`src/core/cqi_pkg.sv`:
```
// Constants shared by the channel quality index and peak error logic.
// Assumes one receive symbol clock and slicer errors from the same clock.
//
// Overview of operation
// - Scale mean-square error by shift into 0..511.
// - Map scaled error onto index 0 to 7.
// - Seven thresholds, inclusive upper bounds, select index.
// - Capture bit self-clears; selected pair index is presented.
// - Keep lowest index since previous read.
// - Link loss only at index zero.
// - Double error at gigabit, square, filter add-back.
// - Peak add-back divided by peak gain shift.
// - Save highest filtered value every interval.
// - Peak divided by shift plus three, capped 63.
// - Capture presents selected pair peak error.
// - Keep highest peak error since last read.
// - Mean-square error is filtered with own gain shift.
// - Save filtered mean-square error every interval.

package cqi_pkg;

  // ****************************************************************
  // Widths
  // ****************************************************************
  localparam int PAIRS = 4;
  localparam int PAIR_W = 2;
  localparam int ERR_W = 8;
  localparam int MAG_W = 9;
  localparam int SQ_W = 18;
  localparam int FRAC_W = 15;
  localparam int ACC_W = 33;
  localparam int SHIFT_W = 4;
  localparam int MSE_W = 9;
  localparam int PEAK_W = 6;
  localparam int IDX_W = 3;
  localparam int THRESHOLDS = 7;
  localparam int CNT_W = 17;

  // ****************************************************************
  // Values
  // ****************************************************************
  localparam logic [MSE_W-1:0] MSE_CAP = 9'h1ff;
  localparam logic [PEAK_W-1:0] PEAK_CAP = 6'h3f;
  localparam logic [SHIFT_W:0] PEAK_SHIFT_BIAS = 5'h03;
  localparam logic [IDX_W-1:0] IDX_BEST = 3'h7;
  localparam logic [IDX_W-1:0] IDX_WORST = 3'h0;
  localparam logic [PEAK_W-1:0] PEAK_RESET = 6'h00;
  localparam logic [MSE_W-1:0] MSE_RESET = 9'h000;

  // ****************************************************************
  // Timing
  // ****************************************************************
  localparam int INTERVAL_TIME_US = 1000;
  localparam int SYMBOL_PERIOD_NS = 8;
  localparam int INTERVAL_SYMBOLS = INTERVAL_TIME_US * 1000 / SYMBOL_PERIOD_NS;

endpackage

```
`src/core/cqi_pair_filter.sv`:
```
// One cable pair: squared slicer error, two low-pass filters and interval save.
// Assumes samples and the interval strobe come from the symbol clock domain.
`timescale 1ns/1ps

module cqi_pair_filter
  import cqi_pkg::*;
(
  input wire logic sys_clk,
  input wire logic arst_n,
  input wire logic sample_valid,
  input wire logic signed [cqi_pkg::ERR_W-1:0] slicer_error,
  input wire logic quality_enable,
  input wire logic square_mode_enable,
  input wire logic gigabit_mode,
  input wire logic [cqi_pkg::SHIFT_W-1:0] mse_filter_gain_shift,
  input wire logic [cqi_pkg::SHIFT_W-1:0] peak_filter_gain_shift,
  input wire logic [cqi_pkg::SHIFT_W-1:0] mse_scale_shift,
  input wire logic [cqi_pkg::SHIFT_W-1:0] peak_scale_shift,
  input wire logic interval_end,
  output logic [cqi_pkg::MSE_W-1:0] mse_saved,
  output logic [cqi_pkg::PEAK_W-1:0] peak_saved
);

  logic [ACC_W-1:0] mse_acc;
  logic [ACC_W-1:0] peak_acc;
  logic [SQ_W-1:0] peak_run;
  logic [ACC_W-1:0] next_mse_acc;
  logic [ACC_W-1:0] next_peak_acc;
  logic [SQ_W-1:0] next_peak_run;
  logic [MSE_W-1:0] next_mse_saved;
  logic [PEAK_W-1:0] next_peak_saved;
  logic [MAG_W-1:0] mag;
  logic [SQ_W-1:0] term;
  logic [ACC_W-1:0] target;
  logic [SQ_W-1:0] peak_int;
  logic [SQ_W-1:0] peak_high;
  logic [SQ_W-1:0] mse_shifted;
  logic [SQ_W-1:0] peak_shifted;

  // ****************************************************************
  // Filters
  // ****************************************************************
  always_comb
  begin
    mag = slicer_error[ERR_W-1] ? MAG_W'(-slicer_error) : MAG_W'(slicer_error);
    if (gigabit_mode)
    begin
      mag = MAG_W'({mag[MAG_W-2:0], 1'b0});
    end
    if (square_mode_enable)
    begin
      term = SQ_W'(mag * mag);
    end
    else
    begin
      term = SQ_W'(mag);
    end
    target = {term, {FRAC_W{1'b0}}};
    next_mse_acc = mse_acc;
    next_peak_acc = peak_acc;
    if (!quality_enable)
    begin
      next_mse_acc = '0;
      next_peak_acc = '0;
    end
    else if (sample_valid)
    begin
      next_mse_acc = ACC_W'($signed({1'b0, mse_acc})
                     + (($signed({1'b0, target}) - $signed({1'b0, mse_acc})) >>> mse_filter_gain_shift));
      next_peak_acc = ACC_W'($signed({1'b0, peak_acc})
                      + (($signed({1'b0, target}) - $signed({1'b0, peak_acc})) >>> peak_filter_gain_shift));
    end
  end

  // ****************************************************************
  // Interval peak and saved values
  // ****************************************************************
  always_comb
  begin
    peak_int = peak_acc[FRAC_W +: SQ_W];
    peak_high = (peak_int > peak_run) ? peak_int : peak_run;
    next_peak_run = interval_end ? peak_int : peak_high;
    // A maximum left over from before a disable must not leak into the first new interval.
    if (!quality_enable)
    begin
      next_peak_run = '0;
    end
    mse_shifted = mse_acc[FRAC_W +: SQ_W] >> mse_scale_shift;
    peak_shifted = peak_high >> (peak_scale_shift + PEAK_SHIFT_BIAS);
    next_mse_saved = mse_saved;
    next_peak_saved = peak_saved;
    if (interval_end)
    begin
      next_mse_saved = (mse_shifted > SQ_W'(MSE_CAP)) ? MSE_CAP : mse_shifted[MSE_W-1:0];
      next_peak_saved = (peak_shifted > SQ_W'(PEAK_CAP)) ? PEAK_CAP : peak_shifted[PEAK_W-1:0];
    end
  end

  always_ff @(posedge sys_clk or negedge arst_n)
  begin
    if (!arst_n)
    begin
      mse_acc <= '0;
      peak_acc <= '0;
      peak_run <= '0;
      mse_saved <= MSE_RESET;
      peak_saved <= PEAK_RESET;
    end
    else
    begin
      mse_acc <= next_mse_acc;
      peak_acc <= next_peak_acc;
      peak_run <= next_peak_run;
      mse_saved <= next_mse_saved;
      peak_saved <= next_peak_saved;
    end
  end

endmodule // cqi_pair_filter

```
`src/core/cqi_top.sv`:
```
// Channel quality index and peak error block for four cable pairs.
// Assumes all inputs come from logic on the receive symbol clock.
`timescale 1ns/1ps

module cqi_top
  import cqi_pkg::*;
#(
  parameter int unsigned interval_symbols = cqi_pkg::INTERVAL_SYMBOLS
)
(
  input wire logic sys_clk,
  input wire logic arst_n,
  input wire logic sample_valid,
  input wire logic [cqi_pkg::PAIRS*cqi_pkg::ERR_W-1:0] slicer_error,
  input wire logic quality_enable,
  input wire logic square_mode_enable,
  input wire logic gigabit_mode,
  input wire logic [cqi_pkg::SHIFT_W-1:0] mse_filter_gain_shift,
  input wire logic [cqi_pkg::SHIFT_W-1:0] peak_filter_gain_shift,
  input wire logic [cqi_pkg::SHIFT_W-1:0] mse_scale_shift,
  input wire logic [cqi_pkg::SHIFT_W-1:0] peak_scale_shift,
  input wire logic [cqi_pkg::MSE_W-1:0] quality_threshold_one,
  input wire logic [cqi_pkg::MSE_W-1:0] quality_threshold_two,
  input wire logic [cqi_pkg::MSE_W-1:0] quality_threshold_three,
  input wire logic [cqi_pkg::MSE_W-1:0] quality_threshold_four,
  input wire logic [cqi_pkg::MSE_W-1:0] quality_threshold_five,
  input wire logic [cqi_pkg::MSE_W-1:0] quality_threshold_six,
  input wire logic [cqi_pkg::MSE_W-1:0] quality_threshold_seven,
  input wire logic [cqi_pkg::PAIR_W-1:0] channel_number,
  input wire logic capture_write,
  input wire logic index_result_read,
  input wire logic peak_result_read,
  output logic capture_bit,
  output logic capture_done,
  output logic [cqi_pkg::PAIR_W-1:0] captured_channel,
  output logic [cqi_pkg::IDX_W-1:0] quality_index,
  output logic [cqi_pkg::IDX_W-1:0] quality_worst,
  output logic [cqi_pkg::MSE_W-1:0] mse_value,
  output logic [cqi_pkg::PEAK_W-1:0] peak_error,
  output logic [cqi_pkg::PEAK_W-1:0] peak_worst,
  output logic [cqi_pkg::PAIRS-1:0] link_loss
);

  logic [MSE_W-1:0] thresholds [THRESHOLDS];
  logic [CNT_W-1:0] symbol_count;
  logic [CNT_W-1:0] next_symbol_count;
  logic interval_end;
  logic next_interval_end;
  logic saved_fresh;
  logic next_saved_fresh;
  logic [MSE_W-1:0] mse_saved [PAIRS];
  logic [PEAK_W-1:0] peak_saved [PAIRS];
  logic [IDX_W-1:0] cur_idx [PAIRS];
  logic [IDX_W-1:0] worst_idx [PAIRS];
  logic [PEAK_W-1:0] worst_peak [PAIRS];
  // Current error values are copied on the same edge as the index, so a capture
  // just after a save never pairs a new error value with an old index or worst value.
  logic [MSE_W-1:0] cur_mse [PAIRS];
  logic [PEAK_W-1:0] cur_peak [PAIRS];
  logic [IDX_W-1:0] next_capture_idx;
  logic [IDX_W-1:0] next_capture_worst;
  logic [MSE_W-1:0] next_capture_mse;
  logic [PEAK_W-1:0] next_capture_peak;
  logic [PEAK_W-1:0] next_capture_peak_worst;
  logic [PAIR_W-1:0] next_captured_channel;
  logic next_capture_bit;
  logic next_capture_done;
  logic [PAIRS-1:0] next_link_loss;

  localparam logic [CNT_W-1:0] LAST_SYMBOL = CNT_W'(interval_symbols - 1);

  // ****************************************************************
  // Threshold table
  // ****************************************************************
  assign thresholds[0] = quality_threshold_one;
  assign thresholds[1] = quality_threshold_two;
  assign thresholds[2] = quality_threshold_three;
  assign thresholds[3] = quality_threshold_four;
  assign thresholds[4] = quality_threshold_five;
  assign thresholds[5] = quality_threshold_six;
  assign thresholds[6] = quality_threshold_seven;

  // Walks from the best bound down, so a badly ordered table still gives
  // the highest index whose bound the error does not exceed.
  function automatic logic [IDX_W-1:0] map_index(input logic [MSE_W-1:0] mse);
    logic [IDX_W-1:0] idx;
    logic found;
    idx = IDX_WORST;
    found = 1'b0;
    for (int k = THRESHOLDS; k >= 1; k--)
    begin
      if (!found && mse <= thresholds[k-1])
      begin
        idx = IDX_W'(k);
        found = 1'b1;
      end
    end
    return idx;
  endfunction

  // ****************************************************************
  // Interval timer
  // ****************************************************************
  // Counts symbols, not clock cycles, so a stalled sample stream also
  // stretches the interval.
  always_comb
  begin
    next_symbol_count = symbol_count;
    next_interval_end = 1'b0;
    next_saved_fresh = interval_end;
    if (!quality_enable)
    begin
      next_symbol_count = '0;
    end
    else if (sample_valid)
    begin
      if (symbol_count == LAST_SYMBOL)
      begin
        next_symbol_count = '0;
        next_interval_end = 1'b1;
      end
      else
      begin
        next_symbol_count = CNT_W'(symbol_count + 1'b1);
      end
    end
  end

  always_ff @(posedge sys_clk or negedge arst_n)
  begin
    if (!arst_n)
    begin
      symbol_count <= '0;
      interval_end <= 1'b0;
      saved_fresh <= 1'b0;
    end
    else
    begin
      symbol_count <= next_symbol_count;
      interval_end <= next_interval_end;
      saved_fresh <= next_saved_fresh;
    end
  end

  // ****************************************************************
  // Per pair state
  // ****************************************************************
  for (genvar g = 0; g < PAIRS; g++)
  begin : gen_pair
    logic [IDX_W-1:0] next_cur_idx;
    logic [IDX_W-1:0] next_worst_idx;
    logic [PEAK_W-1:0] next_worst_peak;
    logic [MSE_W-1:0] next_cur_mse;
    logic [PEAK_W-1:0] next_cur_peak;
    logic [IDX_W-1:0] fresh_idx;
    logic read_idx_here;
    logic read_peak_here;

    cqi_pair_filter u_filter (
      .sys_clk(sys_clk),
      .arst_n(arst_n),
      .sample_valid(sample_valid),
      .slicer_error(slicer_error[g*ERR_W +: ERR_W]),
      .quality_enable(quality_enable),
      .square_mode_enable(square_mode_enable),
      .gigabit_mode(gigabit_mode),
      .mse_filter_gain_shift(mse_filter_gain_shift),
      .peak_filter_gain_shift(peak_filter_gain_shift),
      .mse_scale_shift(mse_scale_shift),
      .peak_scale_shift(peak_scale_shift),
      .interval_end(interval_end),
      .mse_saved(mse_saved[g]),
      .peak_saved(peak_saved[g])
    );

    // A read and a fresh interval in the same cycle: the read restarts the
    // tracking and the fresh value is still folded in, so nothing is lost.
    always_comb
    begin
      fresh_idx = map_index(mse_saved[g]);
      read_idx_here = index_result_read && (captured_channel == PAIR_W'(g));
      read_peak_here = peak_result_read && (captured_channel == PAIR_W'(g));
      next_cur_idx = cur_idx[g];
      next_cur_mse = cur_mse[g];
      next_cur_peak = cur_peak[g];
      next_worst_idx = worst_idx[g];
      next_worst_peak = worst_peak[g];
      if (read_idx_here)
      begin
        next_worst_idx = cur_idx[g];
      end
      if (read_peak_here)
      begin
        next_worst_peak = cur_peak[g];
      end
      if (saved_fresh)
      begin
        next_cur_idx = fresh_idx;
        next_cur_mse = mse_saved[g];
        next_cur_peak = peak_saved[g];
        if (fresh_idx < next_worst_idx)
        begin
          next_worst_idx = fresh_idx;
        end
        if (peak_saved[g] > next_worst_peak)
        begin
          next_worst_peak = peak_saved[g];
        end
      end
    end

    always_ff @(posedge sys_clk or negedge arst_n)
    begin
      if (!arst_n)
      begin
        cur_idx[g] <= IDX_BEST;
        cur_mse[g] <= MSE_RESET;
        cur_peak[g] <= PEAK_RESET;
        worst_idx[g] <= IDX_BEST;
        worst_peak[g] <= PEAK_RESET;
      end
      else
      begin
        cur_idx[g] <= next_cur_idx;
        cur_mse[g] <= next_cur_mse;
        cur_peak[g] <= next_cur_peak;
        worst_idx[g] <= next_worst_idx;
        worst_peak[g] <= next_worst_peak;
      end
    end
  end

  // ****************************************************************
  // Capture
  // ****************************************************************
  // The capture bit is only seen high for the cycle after the write; it
  // clears itself with the result already in place.
  always_comb
  begin
    next_capture_bit = capture_write;
    next_capture_done = capture_write;
    next_captured_channel = captured_channel;
    next_capture_idx = quality_index;
    next_capture_worst = quality_worst;
    next_capture_mse = mse_value;
    next_capture_peak = peak_error;
    next_capture_peak_worst = peak_worst;
    if (capture_write)
    begin
      next_captured_channel = channel_number;
      next_capture_idx = cur_idx[channel_number];
      next_capture_worst = worst_idx[channel_number];
      next_capture_mse = cur_mse[channel_number];
      next_capture_peak = cur_peak[channel_number];
      next_capture_peak_worst = worst_peak[channel_number];
    end
  end

  always_ff @(posedge sys_clk or negedge arst_n)
  begin
    if (!arst_n)
    begin
      capture_bit <= 1'b0;
      capture_done <= 1'b0;
      captured_channel <= '0;
      quality_index <= IDX_BEST;
      quality_worst <= IDX_BEST;
      mse_value <= MSE_RESET;
      peak_error <= PEAK_RESET;
      peak_worst <= PEAK_RESET;
    end
    else
    begin
      capture_bit <= next_capture_bit;
      capture_done <= next_capture_done;
      captured_channel <= next_captured_channel;
      quality_index <= next_capture_idx;
      quality_worst <= next_capture_worst;
      mse_value <= next_capture_mse;
      peak_error <= next_capture_peak;
      peak_worst <= next_capture_peak_worst;
    end
  end

  // ****************************************************************
  // Link loss
  // ****************************************************************
  // Only a hint to the link monitor; it never forces the link down on
  // its own while the measurement is disabled.
  always_comb
  begin
    for (int p = 0; p < PAIRS; p++)
    begin
      next_link_loss[p] = quality_enable && (cur_idx[p] == IDX_WORST);
    end
  end

  always_ff @(posedge sys_clk or negedge arst_n)
  begin
    if (!arst_n)
    begin
      link_loss <= '0;
    end
    else
    begin
      link_loss <= next_link_loss;
    end
  end

endmodule // cqi_top

```
`config.mk`:
```
export PLATFORM = sky130hd
export DESIGN_NAME = cqi_top
export DESIGN_NICKNAME = d
export VERILOG_FILES = /design/src/core/cqi_pkg.sv /design/src/core/cqi_pair_filter.sv /design/src/core/cqi_top.sv
export SDC_FILE = /design/constraint.sdc
export NUM_CORES = 2
export LEC_CHECK = 0
export BUFFER_PORTS_ARGS = -buffer_cell sky130_fd_sc_hd__buf_4
export CAP_MARGIN = 20
export CORE_UTILIZATION = 37
export DETAILED_ROUTE_END_ITERATION = 10
export PLACE_DENSITY = 0.58
export SLEW_MARGIN = 40
export SYNTH_ARGS = -nofsm -noshare
export SYNTH_HDL_FRONTEND = slang
export SYNTH_SLANG_ARGS = --single-unit
```
`constraint.sdc`:
```
create_clock -name sys_clk -period 6.1 [get_ports sys_clk]
set_clock_uncertainty 0.05 [all_clocks]
set_input_delay 1.22 -clock sys_clk [delete_from_list [all_inputs] [get_ports sys_clk]]
set_output_delay 1.22 -clock sys_clk [all_outputs]
set_load 0.03 [all_outputs]
```
==> results_dict.tcl <==
set metrics [dict create \
    syn_avg_cell_area_um2 7.97 \
    synth_ff_type "dfrtp_1" \
    fill_cells 19900 \
    start_util_pct 37.4 \
    drive_gt1_share_pct 32.0 \
    grt_pass1_vias 84400 \
    slowest_delay_ns 0.54 \
    rsz0062_at_grt "yes" \
    grt_pass1_wl_um 477000 \
    hold_path.class "input port to asynchronous set/reset pin" \
    via_per_inst 5.60 \
    path_clk_slew_ns 0.06 \
    arrival_ns 10.75 \
    crit_top_cell "fa_1" \
    wire_per_inst_um 20.6 \
    core_region_area_um2 213000 \
    violations "setup timing" \
    period_minus_slack_ns 10.17 \
    grt_usage_pct 27.6 \
    drc_errors 0 \
    grt_max_degree 127 \
    syn_area_um2 79700 \
    cts_tree "built" \
    die_area_um2 217000 \
    place_congestion 0.971 \
    regArea_um2 14000 \
    vias 84500 \
    setup_viol 224 \
    htree_levels 3 \
    pre_cts_slack_ns -5.03 \
    cts-root-buf "clkbuf_16" \
    worstRegToRegCells 29 \
    fin_util_pct 51.7 \
    yosysUniqueCellTypes 116 \
    tightestPinTransition_ns 0.887 \
    cts.sinks 557 \
    rows 169 \
    die_w_um 466 \
    area_growth_pct 38.3 \
    slew_headroom_pct 40.9 \
    cp-end-kind "register" \
    hold_viol 0 \
    yosysWarnings 0 \
    synth_enable_flop_cells 0 \
    insertion_delay_ns 0.73 \
    hpwl_um 241000 \
    antenna_found_initial 9 \
    dr.first_iter.drc_count 6198 \
    crit_path_start_kind "input port" \
    crit_end "gen_pair[1].u_filter.mse_acc[32]" \
    cap_violations 0 \
    synth.ff_latch_count 557 \
    nets 13400 \
    final_antenna_net_count 0 \
    run_status "finished with violations" \
    fin_crit_sh_pct 167 \
    postSynthCellCount 10000 \
    maxSlewViolCount 0 \
    gr-total-overflow 0 \
    drtPass1Iterations 8 \
    ios 157 \
    multi_input_area_um2 66700 \
    fmax_mhz 98.4 \
    port_buffers 156 \
    critPathMaxFanout 4 \
    clk_path_buf_depth 3 \
    yosysSeqAreaShare_pct 17.5 \
    rrSetupSlack_ns -0.30 \
    dieHeight_um 466 \
    reg2reg_to "gen_pair[0].u_filter.mse_acc[31]" \
    critPathLaunch "slicer_error[12]" \
    async_reset_ff_share_pct 100 \
    drt-total-wl_um 311000 \
    worst_path_max_delay_cell "fa_1" \
    layout_setup_ws_ns -4.07 \
    rr_startpoint "gen_pair[0].u_filter.mse_acc[0]" \
    cp.required_ns 6.68 \
    numCtsBuffers 79 \
    worstSetupPathType "input port to register" \
]
==> layout by cell type (no fill, tap or decap), types with 59 or more instances in the layout <==
cell	n
o211ai_1	73
a21oi_1	733
a21oi_2	125
nor2_1	1030
a31oi_1	61
fa_1	130
mux4_2	97
buf_4	2423
nor3_1	157
buf_6	79
ha_4	79
xor2_1	162
clkbuf_16	81
nand2b_1	104
and2_1	83
nor2_2	61
a21o_1	220
a211oi_1	152
nand4_1	81
nor2b_1	87
mux2_2	157
nand3_1	118
o22ai_1	118
inv_1	691
o21ai_2	59
ha_1	820
dfrtp_1	525
o21ai_0	429
xnor2_1	268
mux2i_1	700
nand2_1	737
o21a_1	183
==> per-stage QoR <==
stage | TNS, ns | instances | instance area [µm²] | hold slack [ns]
final | -632.66 | 15100 | 110000 | 0.401
after global routing | -713.37 | 15100 | 110000 | 0.419
after floorplan | -553.96 | 10000 | 81000 | 0.302
after CTS | -609.12 | 15000 | 107000 | 0.372
after global placement | -836.72 | 14700 | 101000 | 0.434
after detailed placement | -863.09 | 14700 | 101000 | 0.443
==> area by class of cell <==
class,instances,area share (%)
inverters,752,2.64
well taps,2821,3.20
clock buffers,108,2.04
repair buffers,2556,18.3
diodes,5,0.0114
clock inverters,39,0.594
multi-input cells,8253,60.5
flip-flops and latches,557,12.7
==> per-layer routing <==
layer	part of all wire (%)	track usage, %	vias to the layer above
met1	44	36.8	41000
met3	6.3	4.18	498
met5	0.022	0	-
met2	46	45.1	2593
met4	3.5	9.83	10
li1	-	-	40400
==> state kept, by name (all words and copies together) (netlist names), 9 cells and up <==
register,flops
gen_pair.u_filter.peak_run,72
symbol_count,17
gen_pair.u_filter.mse_saved,36
gen_pair.u_filter.peak_saved,24
cur_peak,24
worst_idx,12
mse_value,9
gen_pair.u_filter.peak_acc,132
worst_peak,24
cur_idx,12
cur_mse,36
gen_pair.u_filter.mse_acc,132
==> cell usage after synthesis (26+ instances only) <==
library cell     n  area, µm²
nand4_1         81        507
nand2_1        788       2960
a211o_1         32        280
and2_1          91        569
xor2_1         182       1590
mux2i_1        747       7480
fa_1           142       2840
nand2b_1       109        682
o21a_1         190       1430
or3_1           38        238
nor4_1          36        225
a211oi_1       179       1340
mux4_2          97       2180
nor3_1         174        871
dfstp_2         30        788
o21bai_1        63        473
mux2_2         169       1900
a21oi_1        883       4420
or2_2           28        175
a31oi_1         76        475
o21ai_0        531       2660
clkbuf_1       343       1290
inv_1          741       2780
o21ai_1         27        135
a21o_1         220       1650
dfrtp_1        527      13200
o31ai_1         34        255
o211a_1         26        260
nand3_1        128        641
nor2b_1         99        619
xnor2_1        325       2850
and3_1          38        238
ha_1           909      11400
buf_1          105        394
nor2_1        1118       4200
o211ai_1        73        548
o22a_1          43        377
o31a_1          26        228
o22ai_1        121        757
==> worst max-delay path, delay by kind of cell <==
family / cells / cell delay (ns)
adders and majority gates: 7 / 2.68
buffers and inverters: 7 / 0.55
muxes: 3 / 0.54
and+or+nand+nor: 9 / 1.27
AOI/OAI and AO/OA: 19 / 3.67
xor gates and xnor gates: 5 / 0.81
==> worst min-delay path by stage <==
| stage | start | endpoint | slack [ns] | cells past startpoint |
|---|---|---|---|---|
| after floorplan | interval_end | saved_fresh | 0.30 | 0 |
| after global placement | cur_mse[22] | cur_mse[22] | 0.43 | 1 |
| after detailed placement | cur_mse[13] | cur_mse[13] | 0.44 | 1 |
| after CTS | arst_n | cur_peak[16] | 0.37 | 1 |
| after global routing | arst_n | peak_worst[5] | 0.42 | 1 |
| final | arst_n | peak_error[4] | 0.40 | 1 |
==> cell families after synthesis <==
| family | Yosys count | synth area share [%] |
|---|---|---|
| other cells | 2 | 0.00943 |
| buf+inv | 1225 | 5.83 |
| xor+xnor | 507 | 5.57 |
| fa+ha+maj | 1055 | 17.9 |
| compound gates | 2810 | 22.5 |
| simple gates | 2832 | 16.1 |
| flops | 557 | 17.5 |
| mux | 1013 | 14.5 |
==> what timing repair did <==
item                       CTS  global route
setup endpoints to repair  224           224
setup buffers              135            96
hold buffers                 0             0
resized for setup          526           438
pin swaps                  352           384
Power is left out: the tool's default activity adds up to more than one toggle a clock period on the data nets, which glitch-free logic cannot reach.
